===== src/verilog/diaml_pkg.sv =====
package diaml_pkg;

    // Register byte offsets
    localparam logic [7:0] OFF_CTRL = 8'h00;
    localparam logic [7:0] OFF_INIT_GAIN = 8'h04;
    localparam logic [7:0] OFF_PID_LEVEL = 8'h08;
    localparam logic [7:0] OFF_GAIN_TAU = 8'h0c;
    localparam logic [7:0] OFF_STEADY_TAU = 8'h10;
    localparam logic [7:0] OFF_STEADY_LEV = 8'h14;
    localparam logic [7:0] OFF_GAIN_MON = 8'h18;
    localparam logic [7:0] OFF_STATUS = 8'h1c;
    localparam logic [7:0] OFF_SPEED_CMD = 8'h20;

    // Control field positions
    localparam int CTRL_DIA_EN_BIT = 0;
    localparam int CTRL_RAMP_EN_BIT = 1;
    localparam int CTRL_MODE_LSB = 2;

    // Status field positions
    localparam int STAT_RUN_BIT = 0;
    localparam int STAT_STEADY_BIT = 1;
    localparam int STAT_ACTIVE_BIT = 2;

    // Tension control mode codes
    localparam logic [1:0] MODE_OTHER = 2'h0;
    localparam logic [1:0] MODE_WINDER_CLOSED_SPEED = 2'h1;
    localparam logic [1:0] MODE_UNWINDER_CLOSED_SPEED = 2'h2;

    // Reset values: gain 0.1 %, levels 0.01 %, times 0.1 s
    localparam logic [15:0] INIT_GAIN_RST = 16'h03e8;
    localparam logic [15:0] PID_LEVEL_RST = 16'h03e8;
    localparam logic [15:0] GAIN_TAU_RST = 16'h01f4;
    localparam logic [15:0] STEADY_TAU_RST = 16'h000a;
    localparam logic [15:0] STEADY_LEV_RST = 16'h0064;
    localparam logic [1:0] MODE_RST = 2'h0;

    // Setting ranges
    localparam logic [15:0] GAIN_MAX = 16'h0bb8;
    localparam logic [15:0] PID_LEVEL_MAX = 16'h2710;
    localparam logic [15:0] GAIN_TAU_MAX = 16'h0bb8;
    localparam logic [15:0] STEADY_TAU_MAX = 16'h03e8;
    localparam logic [15:0] STEADY_LEV_MAX = 16'h1388;

    // Gain 100.0 % in 0.1 % units
    localparam int GAIN_UNITY = 1000;
    // Gain change per rate period, 0.1 %
    localparam logic [15:0] GAIN_STEP = 16'h0001;
    // Control ticks per 0.1 s at the default 1 kHz tick
    localparam int TICKS_PER_TENTH_DEF = 100;
    // Filter step shift
    localparam int LPF_SHIFT = 4;

endpackage


===== src/verilog/steady_lpf.sv =====
`timescale 1ns/1ns
module steady_lpf
    import diaml_pkg::*;
#(
    parameter int TICKS_PER_TENTH = TICKS_PER_TENTH_DEF
)
(
    input wire logic clk,
    input wire logic rstn,
    input wire logic ce,
    input wire logic tick,
    input wire logic [15:0] x,
    input wire logic [15:0] tau,
    output logic [15:0] y
);

    typedef struct packed {
        logic [15:0] y;
        logic [27:0] cnt;
    } lpf_state_t;

    lpf_state_t st_reg;
    lpf_state_t st_next;
    logic [27:0] period;
    logic signed [16:0] diff;
    logic signed [16:0] step;

    always_comb
    begin
        st_next = st_reg;
        period = 28'((tau * TICKS_PER_TENTH) >> LPF_SHIFT);
        diff = $signed({1'b0, x}) - $signed({1'b0, st_reg.y});
        step = diff >>> LPF_SHIFT;
        // Keep converging once the shifted step vanishes
        if (step == 17'sh0_0000 && diff != 17'sh0_0000)
        begin
            step = (diff < 0) ? -17'sh0_0001 : 17'sh0_0001;
        end
        if (tau == 16'h0000)
        begin
            st_next.y = x;
            st_next.cnt = '0;
        end
        else if (tick)
        begin
            if (st_reg.cnt + 28'h000_0001 >= period)
            begin
                st_next.cnt = '0;
                st_next.y = 16'(st_reg.y + 16'(step));
            end
            else
            begin
                st_next.cnt = st_reg.cnt + 28'h000_0001;
            end
        end
    end

    always_ff @(posedge clk or negedge rstn)
    begin
        if (!rstn)
        begin
            st_reg <= '0;
        end
        else if (ce)
        begin
            st_reg <= st_next;
        end
    end

    assign y = st_reg.y;

endmodule // steady_lpf


===== src/verilog/diameterless_comp_gain.sv =====
// Function
// - Diameterless: speed command from main speed times gain plus PID output.
// - Gain function acts only in winder or unwinder closed-loop speed mode.
// - Initial gain settable 0.0 to 300.0 %, default 100.0 %, loaded first.
// - On stop the working gain reloads from the initial gain setting.
// - While running gain follows PID versus reference; monitor is read-only.
// - Gain rises while PID exceeds reference; reference 0.00 to 100.00, default 10.00.
// - Gain falls below negative reference, holds between the two thresholds.
// - Filter time 0.0 to 300.0 s, default 50.0 s; smaller is faster.
// - Ramp computation off: gain updates only in constant-speed zones.
// - Ramp computation on: gain updates during accel, decel and constant speed.
// - Output frequency low-pass filtered, time 0.0 to 100.0 s, default 1.0 s.
// - Frequency minus filtered copy above threshold freezes gain; 0.00 to 50.00 %.
`timescale 1ns/1ns
module diameterless_comp_gain
    import diaml_pkg::*;
#(
    parameter int TICKS_PER_TENTH = TICKS_PER_TENTH_DEF
)
(
    input wire logic clk,
    input wire logic rstn,
    input wire logic ce,
    input wire logic psel,
    input wire logic penable,
    input wire logic pwrite,
    input wire logic [7:0] paddr,
    input wire logic [31:0] pwdata,
    output logic [31:0] prdata,
    output logic pready,
    output logic pslverr,
    input wire logic tick,
    input wire logic run,
    input wire logic signed [15:0] main_speed,
    input wire logic signed [15:0] pid_out,
    input wire logic [15:0] out_freq,
    output logic signed [15:0] speed_cmd,
    output logic [15:0] gain_monitor,
    output logic steady_zone
);

    // Direction of the gain integrator
    typedef enum logic [1:0] {
        DIR_HOLD = 2'h0,
        DIR_UP = 2'h1,
        DIR_DOWN = 2'h2
    } dir_t;

    typedef struct packed {
        logic [31:0] prdata;
        logic pready;
        logic pslverr;
        logic dia_en;
        logic ramp_en;
        logic [1:0] tmode;
        logic [15:0] init_gain;
        logic [15:0] pid_level;
        logic [15:0] gain_tau;
        logic [15:0] steady_tau;
        logic [15:0] steady_lev;
        logic [15:0] gain;
        logic [27:0] rate_cnt;
        dir_t dir;
        logic signed [15:0] speed_cmd;
        logic steady;
        logic run_seen;
        logic active;
    } state_t;

    localparam state_t ST_RESET = '{
        tmode: MODE_RST,
        init_gain: INIT_GAIN_RST,
        pid_level: PID_LEVEL_RST,
        gain_tau: GAIN_TAU_RST,
        steady_tau: STEADY_TAU_RST,
        steady_lev: STEADY_LEV_RST,
        gain: INIT_GAIN_RST,
        dir: DIR_HOLD,
        default: '0
    };

    localparam logic signed [33:0] CMD_MAX = 34'sh0_0000_7fff;
    localparam logic signed [33:0] CMD_MIN = -34'sh0_0000_8000;

    state_t st_reg;
    state_t st_next;
    logic [15:0] freq_filt;
    logic active;
    logic go_up;
    logic go_down;
    logic update_ok;
    dir_t dir_now;
    logic [27:0] rate_limit;
    logic [16:0] freq_diff;
    logic signed [33:0] scaled;
    logic signed [33:0] cmd_sum;
    logic wr_acc;

    function automatic logic [15:0] clamp16(input logic [31:0] v, input logic [15:0] vmax);
        clamp16 = (v > {16'h0000, vmax}) ? vmax : v[15:0];
    endfunction

    steady_lpf #(
        .TICKS_PER_TENTH(TICKS_PER_TENTH)
    ) u_lpf (
        .clk(clk),
        .rstn(rstn),
        .ce(ce),
        .tick(tick),
        .x(out_freq),
        .tau(st_reg.steady_tau),
        .y(freq_filt)
    );

    always_comb
    begin
        st_next = st_reg;
        wr_acc = psel && penable && st_reg.pready && pwrite;

        // Zero-wait APB slave with registered read data
        st_next.pready = 1'b0;
        st_next.pslverr = 1'b0;
        if (psel && !penable && !st_reg.pready)
        begin
            st_next.pready = 1'b1;
            st_next.prdata = 32'h0000_0000;
            case (paddr)
                OFF_CTRL:
                begin
                    st_next.prdata[CTRL_DIA_EN_BIT] = st_reg.dia_en;
                    st_next.prdata[CTRL_RAMP_EN_BIT] = st_reg.ramp_en;
                    st_next.prdata[CTRL_MODE_LSB +: 2] = st_reg.tmode;
                end
                OFF_INIT_GAIN: st_next.prdata[15:0] = st_reg.init_gain;
                OFF_PID_LEVEL: st_next.prdata[15:0] = st_reg.pid_level;
                OFF_GAIN_TAU: st_next.prdata[15:0] = st_reg.gain_tau;
                OFF_STEADY_TAU: st_next.prdata[15:0] = st_reg.steady_tau;
                OFF_STEADY_LEV: st_next.prdata[15:0] = st_reg.steady_lev;
                OFF_GAIN_MON: st_next.prdata[15:0] = st_reg.gain;
                OFF_STATUS:
                begin
                    st_next.prdata[STAT_RUN_BIT] = st_reg.run_seen;
                    st_next.prdata[STAT_STEADY_BIT] = st_reg.steady;
                    st_next.prdata[STAT_ACTIVE_BIT] = st_reg.active;
                end
                OFF_SPEED_CMD: st_next.prdata[15:0] = st_reg.speed_cmd;
                default: st_next.pslverr = 1'b1;
            endcase
            // Writes to read-only words are refused
            if (pwrite && (paddr == OFF_GAIN_MON || paddr == OFF_STATUS
                || paddr == OFF_SPEED_CMD))
            begin
                st_next.pslverr = 1'b1;
            end
        end

        if (wr_acc && !st_reg.pslverr)
        begin
            case (paddr)
                OFF_CTRL:
                begin
                    st_next.dia_en = pwdata[CTRL_DIA_EN_BIT];
                    st_next.ramp_en = pwdata[CTRL_RAMP_EN_BIT];
                    st_next.tmode = pwdata[CTRL_MODE_LSB +: 2];
                end
                OFF_INIT_GAIN: st_next.init_gain = clamp16(pwdata, GAIN_MAX);
                OFF_PID_LEVEL: st_next.pid_level = clamp16(pwdata, PID_LEVEL_MAX);
                OFF_GAIN_TAU: st_next.gain_tau = clamp16(pwdata, GAIN_TAU_MAX);
                OFF_STEADY_TAU: st_next.steady_tau = clamp16(pwdata, STEADY_TAU_MAX);
                OFF_STEADY_LEV: st_next.steady_lev = clamp16(pwdata, STEADY_LEV_MAX);
                default:
                begin
                end
            endcase
        end

        // Function enabled only in closed-loop speed modes
        active = st_reg.dia_en && (st_reg.tmode == MODE_WINDER_CLOSED_SPEED
            || st_reg.tmode == MODE_UNWINDER_CLOSED_SPEED);
        st_next.active = active;
        st_next.run_seen = run;

        // Constant-speed judgment
        freq_diff = (out_freq >= freq_filt) ? 17'(out_freq - freq_filt)
            : 17'(freq_filt - out_freq);
        st_next.steady = (freq_diff <= {1'b0, st_reg.steady_lev});
        update_ok = st_reg.ramp_en || st_reg.steady;

        go_up = $signed({pid_out[15], pid_out}) > $signed({1'b0, st_reg.pid_level});
        go_down = $signed({pid_out[15], pid_out}) < -$signed({1'b0, st_reg.pid_level});
        if (go_up)
        begin
            dir_now = DIR_UP;
        end
        else if (go_down)
        begin
            dir_now = DIR_DOWN;
        end
        else
        begin
            dir_now = DIR_HOLD;
        end
        rate_limit = 28'(st_reg.gain_tau * TICKS_PER_TENTH);

        if (!run || !active)
        begin
            st_next.gain = st_next.init_gain;
            st_next.rate_cnt = '0;
            st_next.dir = DIR_HOLD;
        end
        else if (tick && update_ok)
        begin
            st_next.dir = dir_now;
            if (dir_now == DIR_HOLD || dir_now != st_reg.dir)
            begin
                st_next.rate_cnt = '0;
            end
            else if (st_reg.rate_cnt + 28'h000_0001 >= rate_limit)
            begin
                st_next.rate_cnt = '0;
                // Saturating integrator step
                if (dir_now == DIR_UP)
                begin
                    st_next.gain = (st_reg.gain >= GAIN_MAX - GAIN_STEP) ? GAIN_MAX
                        : st_reg.gain + GAIN_STEP;
                end
                else
                begin
                    st_next.gain = (st_reg.gain <= GAIN_STEP) ? 16'h0000
                        : st_reg.gain - GAIN_STEP;
                end
            end
            else
            begin
                st_next.rate_cnt = st_reg.rate_cnt + 28'h000_0001;
            end
            // First tick of a new direction steps at once when the rate limit is at most one tick
            if (dir_now != DIR_HOLD && dir_now != st_reg.dir && rate_limit <= 28'h000_0001)
            begin
                if (dir_now == DIR_UP)
                begin
                    st_next.gain = (st_reg.gain >= GAIN_MAX - GAIN_STEP) ? GAIN_MAX
                        : st_reg.gain + GAIN_STEP;
                end
                else
                begin
                    st_next.gain = (st_reg.gain <= GAIN_STEP) ? 16'h0000
                        : st_reg.gain - GAIN_STEP;
                end
            end
        end

        // Speed command: main * gain / 100 % + PID, or main + PID when inactive, saturated
        scaled = $signed({{18{main_speed[15]}}, main_speed}) * $signed({18'h0_0000, st_reg.gain});
        scaled = scaled / 34'(GAIN_UNITY);
        if (!active)
        begin
            scaled = $signed({{18{main_speed[15]}}, main_speed});
        end
        cmd_sum = scaled + $signed({{18{pid_out[15]}}, pid_out});
        if (cmd_sum > CMD_MAX)
        begin
            st_next.speed_cmd = 16'sh7fff;
        end
        else if (cmd_sum < CMD_MIN)
        begin
            st_next.speed_cmd = -16'sh8000;
        end
        else
        begin
            st_next.speed_cmd = cmd_sum[15:0];
        end
    end

    always_ff @(posedge clk or negedge rstn)
    begin
        if (!rstn)
        begin
            st_reg <= ST_RESET;
        end
        else if (ce)
        begin
            st_reg <= st_next;
        end
    end

    assign prdata = st_reg.prdata;
    assign pready = st_reg.pready;
    assign pslverr = st_reg.pslverr;
    assign speed_cmd = st_reg.speed_cmd;
    assign gain_monitor = st_reg.gain;
    assign steady_zone = st_reg.steady;

endmodule // diameterless_comp_gain


===== config.mk =====
export PLATFORM = sky130hd
export DESIGN_NAME = diameterless_comp_gain
export DESIGN_NICKNAME = d
export VERILOG_FILES = /design/src/verilog/diaml_pkg.sv /design/src/verilog/steady_lpf.sv /design/src/verilog/diameterless_comp_gain.sv
export SDC_FILE = /design/constraint.sdc
export NUM_CORES = 2
export LEC_CHECK = 0
export ABC_AREA = 0
export ABC_CLOCK_PERIOD_IN_PS = 81700
export BUFFER_PORTS_ARGS = -buffer_cell sky130_fd_sc_hd__buf_2
export CAP_MARGIN = 10
export CORE_ASPECT_RATIO = 0.7
export CORE_UTILIZATION = 56
export DETAILED_ROUTE_END_ITERATION = 7
export PLACE_DENSITY = 0.73
export SETUP_SLACK_MARGIN = 0.05
export SLEW_MARGIN = 15
export SYNTH_ARGS = -nofsm -noshare
export SYNTH_HDL_FRONTEND = slang
export SYNTH_SLANG_ARGS = --single-unit

===== constraint.sdc =====
create_clock -name clk -period 81.7 [get_ports clk]
set_input_delay 12.255 -clock clk [delete_from_list [all_inputs] [get_ports clk]]
set_output_delay 12.255 -clock clk [all_outputs]
set_load 0.05 [all_outputs]

=== Word-level counts from Yosys, hierarchy flattened ===
Index checks and enable logic that the tools add are counted.

* Bits in registers: 211
* Input port bits: 96
* Output and inout bits: 67
* Word-level logic and storage cells: 145

* $add $sub $neg: 10
* $mul: 3
* Div/mod/pow operators: 1
* Magnitude comparators: 16
* Equal/unequal tests: 13
* Mux-type cells: 38
* Reduce and logical (&&, ||, !) cells: 44

{| class="wikitable"
|+ Operators by type and width
! operator !! count
|-
| 2-to-1 mux 16 bit || 20
|-
| 2-to-1 mux 46 bit || 2
|-
| 2-to-1 mux 44 bit || 2
|-
| 2-to-1 mux 28 bit || 3
|-
| one-hot mux 12 bit (7 select lines) || 1
|-
| 2-to-1 mux 80 bit || 1
|-
| adder 28 x 1 -> 28 bit (second input constant) || 2
|-
| subtractor 16 x 16 -> 17 bit || 3
|-
| multiplier 16 x 5 -> 21 bit (second input constant) || 2
|-
| adder 34 x 16 -> 34 bit || 1
|-
| divider 34 x 11 -> 34 bit (second input constant) || 1
|-
| > comparator 34 x 16 -> 1 bit (second input constant) || 1
|-
| < comparator 34 x 16 -> 1 bit (second input constant) || 1
|-
| 2-to-1 mux 34 bit || 1
|-
| multiplier 16 x 17 -> 33 bit || 1
|-
| equality test 8 x 5 -> 1 bit (second input constant) || 4
|-
| > comparator 32 x 10 -> 1 bit (second input constant) || 1
|-
| > comparator 32 x 12 -> 1 bit (second input constant) || 1
|-
| > comparator 32 x 13 -> 1 bit (second input constant) || 1
|-
| > comparator 32 x 14 -> 1 bit (second input constant) || 1
|-
| >= comparator 28 x 19 -> 1 bit || 1
|-
| >= comparator 28 x 23 -> 1 bit || 1
|-
| one-hot mux 3 bit (9 select lines) || 1
|-
| <= comparator 23 x 1 -> 1 bit (second input constant) || 1
|-
| other kinds (36) || 71
|}

=== Longest topological paths before layout ===
* Word-level depth: 11
* Gate-level depth with buffers: 142
* Depth with buffers taken out: 121

=== Modules after synthesis ===
From an unflattened synthesis, not the netlist that was laid out.

* Cell total of the unflattened synthesis: 4,908
* Area, all modules: 38,989.9 sq um

{| class="wikitable"
|+ By module, submodules not included
! module !! instances !! cells each !! area an instance (sq um)
|-
| diameterless_comp_gain || 1 || 4,172 || 32,941.6
|-
| steady_lpf || 1 || 736 || 6,048.3
|}

=== Worst setup path before layout ===
OpenSTA, ideal clock, no wires.

* Path kind: input to register
* Start: input port main_speed[9]
* End: register st_reg, in the netlist speed_cmd[14]
* Setup time: 152 ps
* Arrival time: 40,532 ps
* Required time: 81,548 ps
* Slack: 41,016 ps
* Stages: 133
* Cell sequence: clkbuf_1 clkbuf_1 nand2_1 fa_1 inv_1 fa_1 inv_1 fa_1 inv_1 fa_1 fa_1 inv_1 fa_1 inv_1 ha_1 buf_2 nand2_1 nor2_1 [97 not listed] o21ai_0 nand2b_1 a21oi_1 nor2b_1 o21a_1 o21a_1 o21a_1 o21ai_0 nand2b_1 a21oi_1 o21bai_1 a21oi_1 xnor2_1 nor2_1 nand4b_1 nand2_1 dlygate4sd3_1 o221ai_1

* Cells in the longest elaborated chain, start to end: 7

{| class="wikitable"
|+ RTL lines
! element !! RTL line !! text
|-
| start: declaration || diameterless_comp_gain.sv:34 || <nowiki>input wire logic signed [15:0] main_speed,</nowiki>
|-
| multiplier 16 x 17 -> 33 bit || diameterless_comp_gain.sv:254 || <nowiki>scaled = $signed({{18{main_speed[15]}}, main_speed}) * $signed({18'h0_0000, st_reg.gain});</nowiki>
|-
| divider 34 x 11 -> 34 bit || diameterless_comp_gain.sv:255 || <nowiki>scaled = scaled / 34'(GAIN_UNITY);</nowiki>
|-
| 2-to-1 mux 34 bit * || diameterless_comp_gain.sv:256 || <nowiki>if (!active)</nowiki>
|-
| adder 34 x 16 -> 34 bit * || diameterless_comp_gain.sv:260 || <nowiki>cmd_sum = scaled + $signed({{18{pid_out[15]}}, pid_out});</nowiki>
|-
| < comparator 34 x 16 -> 1 bit || diameterless_comp_gain.sv:265 || <nowiki>else if (cmd_sum < CMD_MIN)</nowiki>
|-
| 2-to-1 mux 16 bit || diameterless_comp_gain.sv:265 ||
|-
| 2-to-1 mux 16 bit * || diameterless_comp_gain.sv:261 || <nowiki>if (cmd_sum > CMD_MAX)</nowiki>
|-
| end signal: assignment || diameterless_comp_gain.sv:283 || <nowiki>st_reg <= st_next;</nowiki>
|-
| end: declaration || diameterless_comp_gain.sv:85 || <nowiki>state_t st_reg;</nowiki>
|}

Mark *: on every way between the ends. The rest lies on a longest branch, timed or not.
A chain may end at the register's enable or synchronous reset.

=== Final worst setup path ===
* Start: input port main_speed[15]
* End: register st_reg, in the netlist speed_cmd[14]

Same word-level chain as after synthesis.

==> load_flow_metrics.sql <==
INSERT INTO impl_metrics (metric_group, metric, value, unit) VALUES
('status', 'outcome', 'complete, but fails checks', ''),
('status', 'failed_checks', 'design-rule violations', ''),
('yosys', 'dominant_register_cell_in_the_synthesized_netlist', 'sky130_fd_sc_hd__dfrtp_1', ''),
('yosys', 'syn_area_per_cell', '8.03', 'sq um'),
('timing', 'fin_crit_period', '46170', 'ps'),
('yosys', 'synth_top_cell_by_area', 'sky130_fd_sc_hd__ha_1', ''),
('die', 'start_util', '0.566', ''),
('drt', 'drc', '8', ''),
('timing', 'timing.fmax', '0.0217', 'GHz'),
('yosys', 'synth.cell_area', '0.0385', 'sq mm'),
('drt', 'first_iter_violations', '4138', ''),
('yosys', 'yosys_warnings', '0', ''),
('cts', 'ctsRootBufferMaster', 'sky130_fd_sc_hd__clkbuf_16', ''),
('die', 'core_area', '0.0681', 'sq mm'),
('yosys', 'synthMostInstantiatedCell', 'sky130_fd_sc_hd__inv_1', ''),
('timing', 'relSlewSlack', '0.209', ''),
('die', 'die_area', '0.0698', 'sq mm'),
('setup_path', 'worst_path_largest_cell_delay', '840', 'ps'),
('global_route', 'first_pass_grt_wire_length', '181000', 'um'),
('die', 'die_w', '315', 'um'),
('min_path', 'min_delay_path_depth', '2', ''),
('place', 'globalplace.congestion', '1.03', ''),
('setup_path', 'worst_path_dominant_cell_family', 'compound AO/OA/AOI/OAI gates', ''),
('min_path', 'hold-path-endpoint', 'u_lpf.st_reg[17]', ''),
('die', 'dieHeight', '221', 'um'),
('cts', 'clk_sink_count', '211', ''),
('setup_path', 'critical_path_arrival', '46550', 'ps'),
('cts', 'cts_made_buffers', '22', ''),
('cts', 'cts.path.max_buffers', '3', ''),
('timing', 'timing.final.hold_violations', '0', ''),
('cts', 'tritoncts', 'yes', ''),
('setup_path', 'timing.critical_path.to_type', 'register', ''),
('timing', 'finalClockSkew', '43.0', 'ps'),
('timing', 'maxSlewViolCount', '0', ''),
('yosys', 'synthCells', '4797', ''),
('yosys', 'asyncSetResetFlopFracSynth', '1.00', ''),
('flow_run', 'max-cap-violations', '0', ''),
('timing', 'grt_setup_unrepaired', 'no', ''),
('yosys', 'synth-seq-cells', '211', ''),
('cts', 'post_cts_buffers', '0', ''),
('min_path', 'worstHoldPathType', 'register to register', ''),
('cts', 'ctsHtreeMaxLevel', '1', ''),
('global_route', 'grt_max_degree', '87', ''),
('yosys', 'ys_types', '153', ''),
('min_path', 'hold_start', 'u_lpf.st_reg[17]', ''),
('setup_path', 'critPathSlowestCell', 'sky130_fd_sc_hd__o211ai_1', ''),
('layout', 'drive_above_1_share', '0.0927', ''),
('yosys', 'post_synth_most_frequent_cells', 'sky130_fd_sc_hd__inv_1, sky130_fd_sc_hd__nand2_1, sky130_fd_sc_hd__ha_1', ''),
('cts', 'insertion_delay', '570', 'ps'),
('global_route', 'grt.overflow.total', '0', ''),
('yosys', 'synth_seq_area_share', '0.138', ''),
('yosys', 'synth_enable_flop_cells', '0', ''),
('drt', 'drt-wirelength-per-cell', '20.0', 'um'),
('drt', 'detail_route.wirelength', '113000', 'um'),
('timing', 'worstMarginPinSlew', '1170', 'ps'),
('cts', 'cts-resized-gates', '0', ''),
('layout', 'syn2layout_area_growth', '3.55', '%'),
('drt', 'drt_first_pass_iters', '8', ''),
('setup_path', 'crit_path_top_cell_by_count', 'sky130_fd_sc_hd__a21oi_1', ''),
('setup_path', 'worstPathBufferInverterCount', '4', ''),
('layout', 'largest_register_ffs', '116', ''),
('setup_path', 'setup.reg_to_reg.worst_slack', '46810', 'ps'),
('setup_path', 'startpoint_type', 'primary input', ''),
('yosys', 'synth_area_leaders', 'sky130_fd_sc_hd__ha_1, sky130_fd_sc_hd__dfrtp_1, sky130_fd_sc_hd__fa_1, sky130_fd_sc_hd__inv_1, sky130_fd_sc_hd__nand2_1', ''),
('layout', 'stdcell_area', '0.0399', 'sq mm'),
('timing', 'setup_viol', '0', ''),
('global_route', 'grt.total_usage', '0.320', ''),
('layout', 'finish.utilization', '0.586', ''),
('drt', 'drt-vias-per-instance', '6.22', ''),
('cts', 'path_clk_slew', '60', 'ps'),
('drt', 'final_antenna_net_count', '0', '');
[layout by cell type, fill, tap and decap left out, types with 31 or more instances in the layout]
master / instances
sky130_fd_sc_hd__a211oi_1: 33
sky130_fd_sc_hd__o21bai_1: 38
sky130_fd_sc_hd__o21ai_0: 262
sky130_fd_sc_hd__nand4_1: 47
sky130_fd_sc_hd__a21o_1: 125
sky130_fd_sc_hd__a31oi_1: 40
sky130_fd_sc_hd__nor2_1: 292
sky130_fd_sc_hd__xnor2_1: 213
sky130_fd_sc_hd__nand2_1: 502
sky130_fd_sc_hd__nor2b_1: 31
sky130_fd_sc_hd__a21oi_1: 251
sky130_fd_sc_hd__and3_1: 54
sky130_fd_sc_hd__nor3_1: 72
sky130_fd_sc_hd__buf_4: 33
sky130_fd_sc_hd__nand2b_1: 85
sky130_fd_sc_hd__ha_1: 413
sky130_fd_sc_hd__fa_1: 220
sky130_fd_sc_hd__o21a_1: 31
sky130_fd_sc_hd__o211ai_1: 38
sky130_fd_sc_hd__xor2_1: 81
sky130_fd_sc_hd__dfrtp_1: 182
sky130_fd_sc_hd__nand3_1: 102
sky130_fd_sc_hd__mux2i_1: 43
sky130_fd_sc_hd__inv_1: 525
sky130_fd_sc_hd__and2_1: 170
sky130_fd_sc_hd__nor4_1: 39
sky130_fd_sc_hd__a22oi_1: 62
sky130_fd_sc_hd__buf_2: 145
[worst register-to-register path, delay by kind of cell (launching register included)]
kind            cells  cell delay [ps]
simple gates       26             7160
flops               1              990
buf+inv             3              170
fa+ha+maj           9             4190
mux                 6             2210
xor+xnor            6             1500
compound gates     68            18450
[layout make-up]
| type | instances | area (sq um) |
|---|---|---|
| multi-input combinational | 3800 | 29800 |
| fill | 6200 | 28200 |
| sequential | 211 | 5320 |
| inverter | 526 | 1970 |
| tap | 902 | 1130 |
| timing repair buffer | 179 | 988 |
| clock buffer | 28 | 613 |
| clock inverter | 12 | 87.6 |
[how the worst max path moves through the flow]
stage                        start       endpoint  slack [ps]  cells after the start
floorplan            main_speed[9]  speed_cmd[14]       41020                    133
global placement    main_speed[15]  speed_cmd[14]       36540                    119
detailed placement  main_speed[15]  speed_cmd[14]       35710                    119
CTS                 main_speed[15]  speed_cmd[14]       36100                    119
global route        main_speed[15]  speed_cmd[14]       33030                    119
finish              main_speed[15]  speed_cmd[14]       35530                    119
[layer usage]
layer  track usage  up-vias  wire (um)  part of all wire
met1         0.505    16793      53100              0.47
met4        0.0517        4       2040             0.018
li1              -    16486          -                 -
met3        0.0708      154      13000              0.12
met5             0        -         27           0.00024
met2         0.443     1777      44800              0.40
[stage by stage]
stage                     worst slack, ps  hold slack (ps)  cells
final                               35530              482   5658
after global routing                33030              522   5658
after CTS                           36100              485   5658
after detailed placement            35710              471   5618
after global placement              36540              462   5618
after floorplan                     41020              446   4812
[cell families after synthesis]
| group | synth area share |
|---|---|
| compound gates | 0.225 |
| xor+xnor | 0.0716 |
| fa+ha+maj | 0.250 |
| buf+inv | 0.0916 |
| flops | 0.138 |
| mux | 0.0235 |
| other cells | 0.0000974 |
| simple gates | 0.201 |
Power is not shown: default switching activity piles up to over one toggle a cycle in this logic, so the estimate is an artifact.
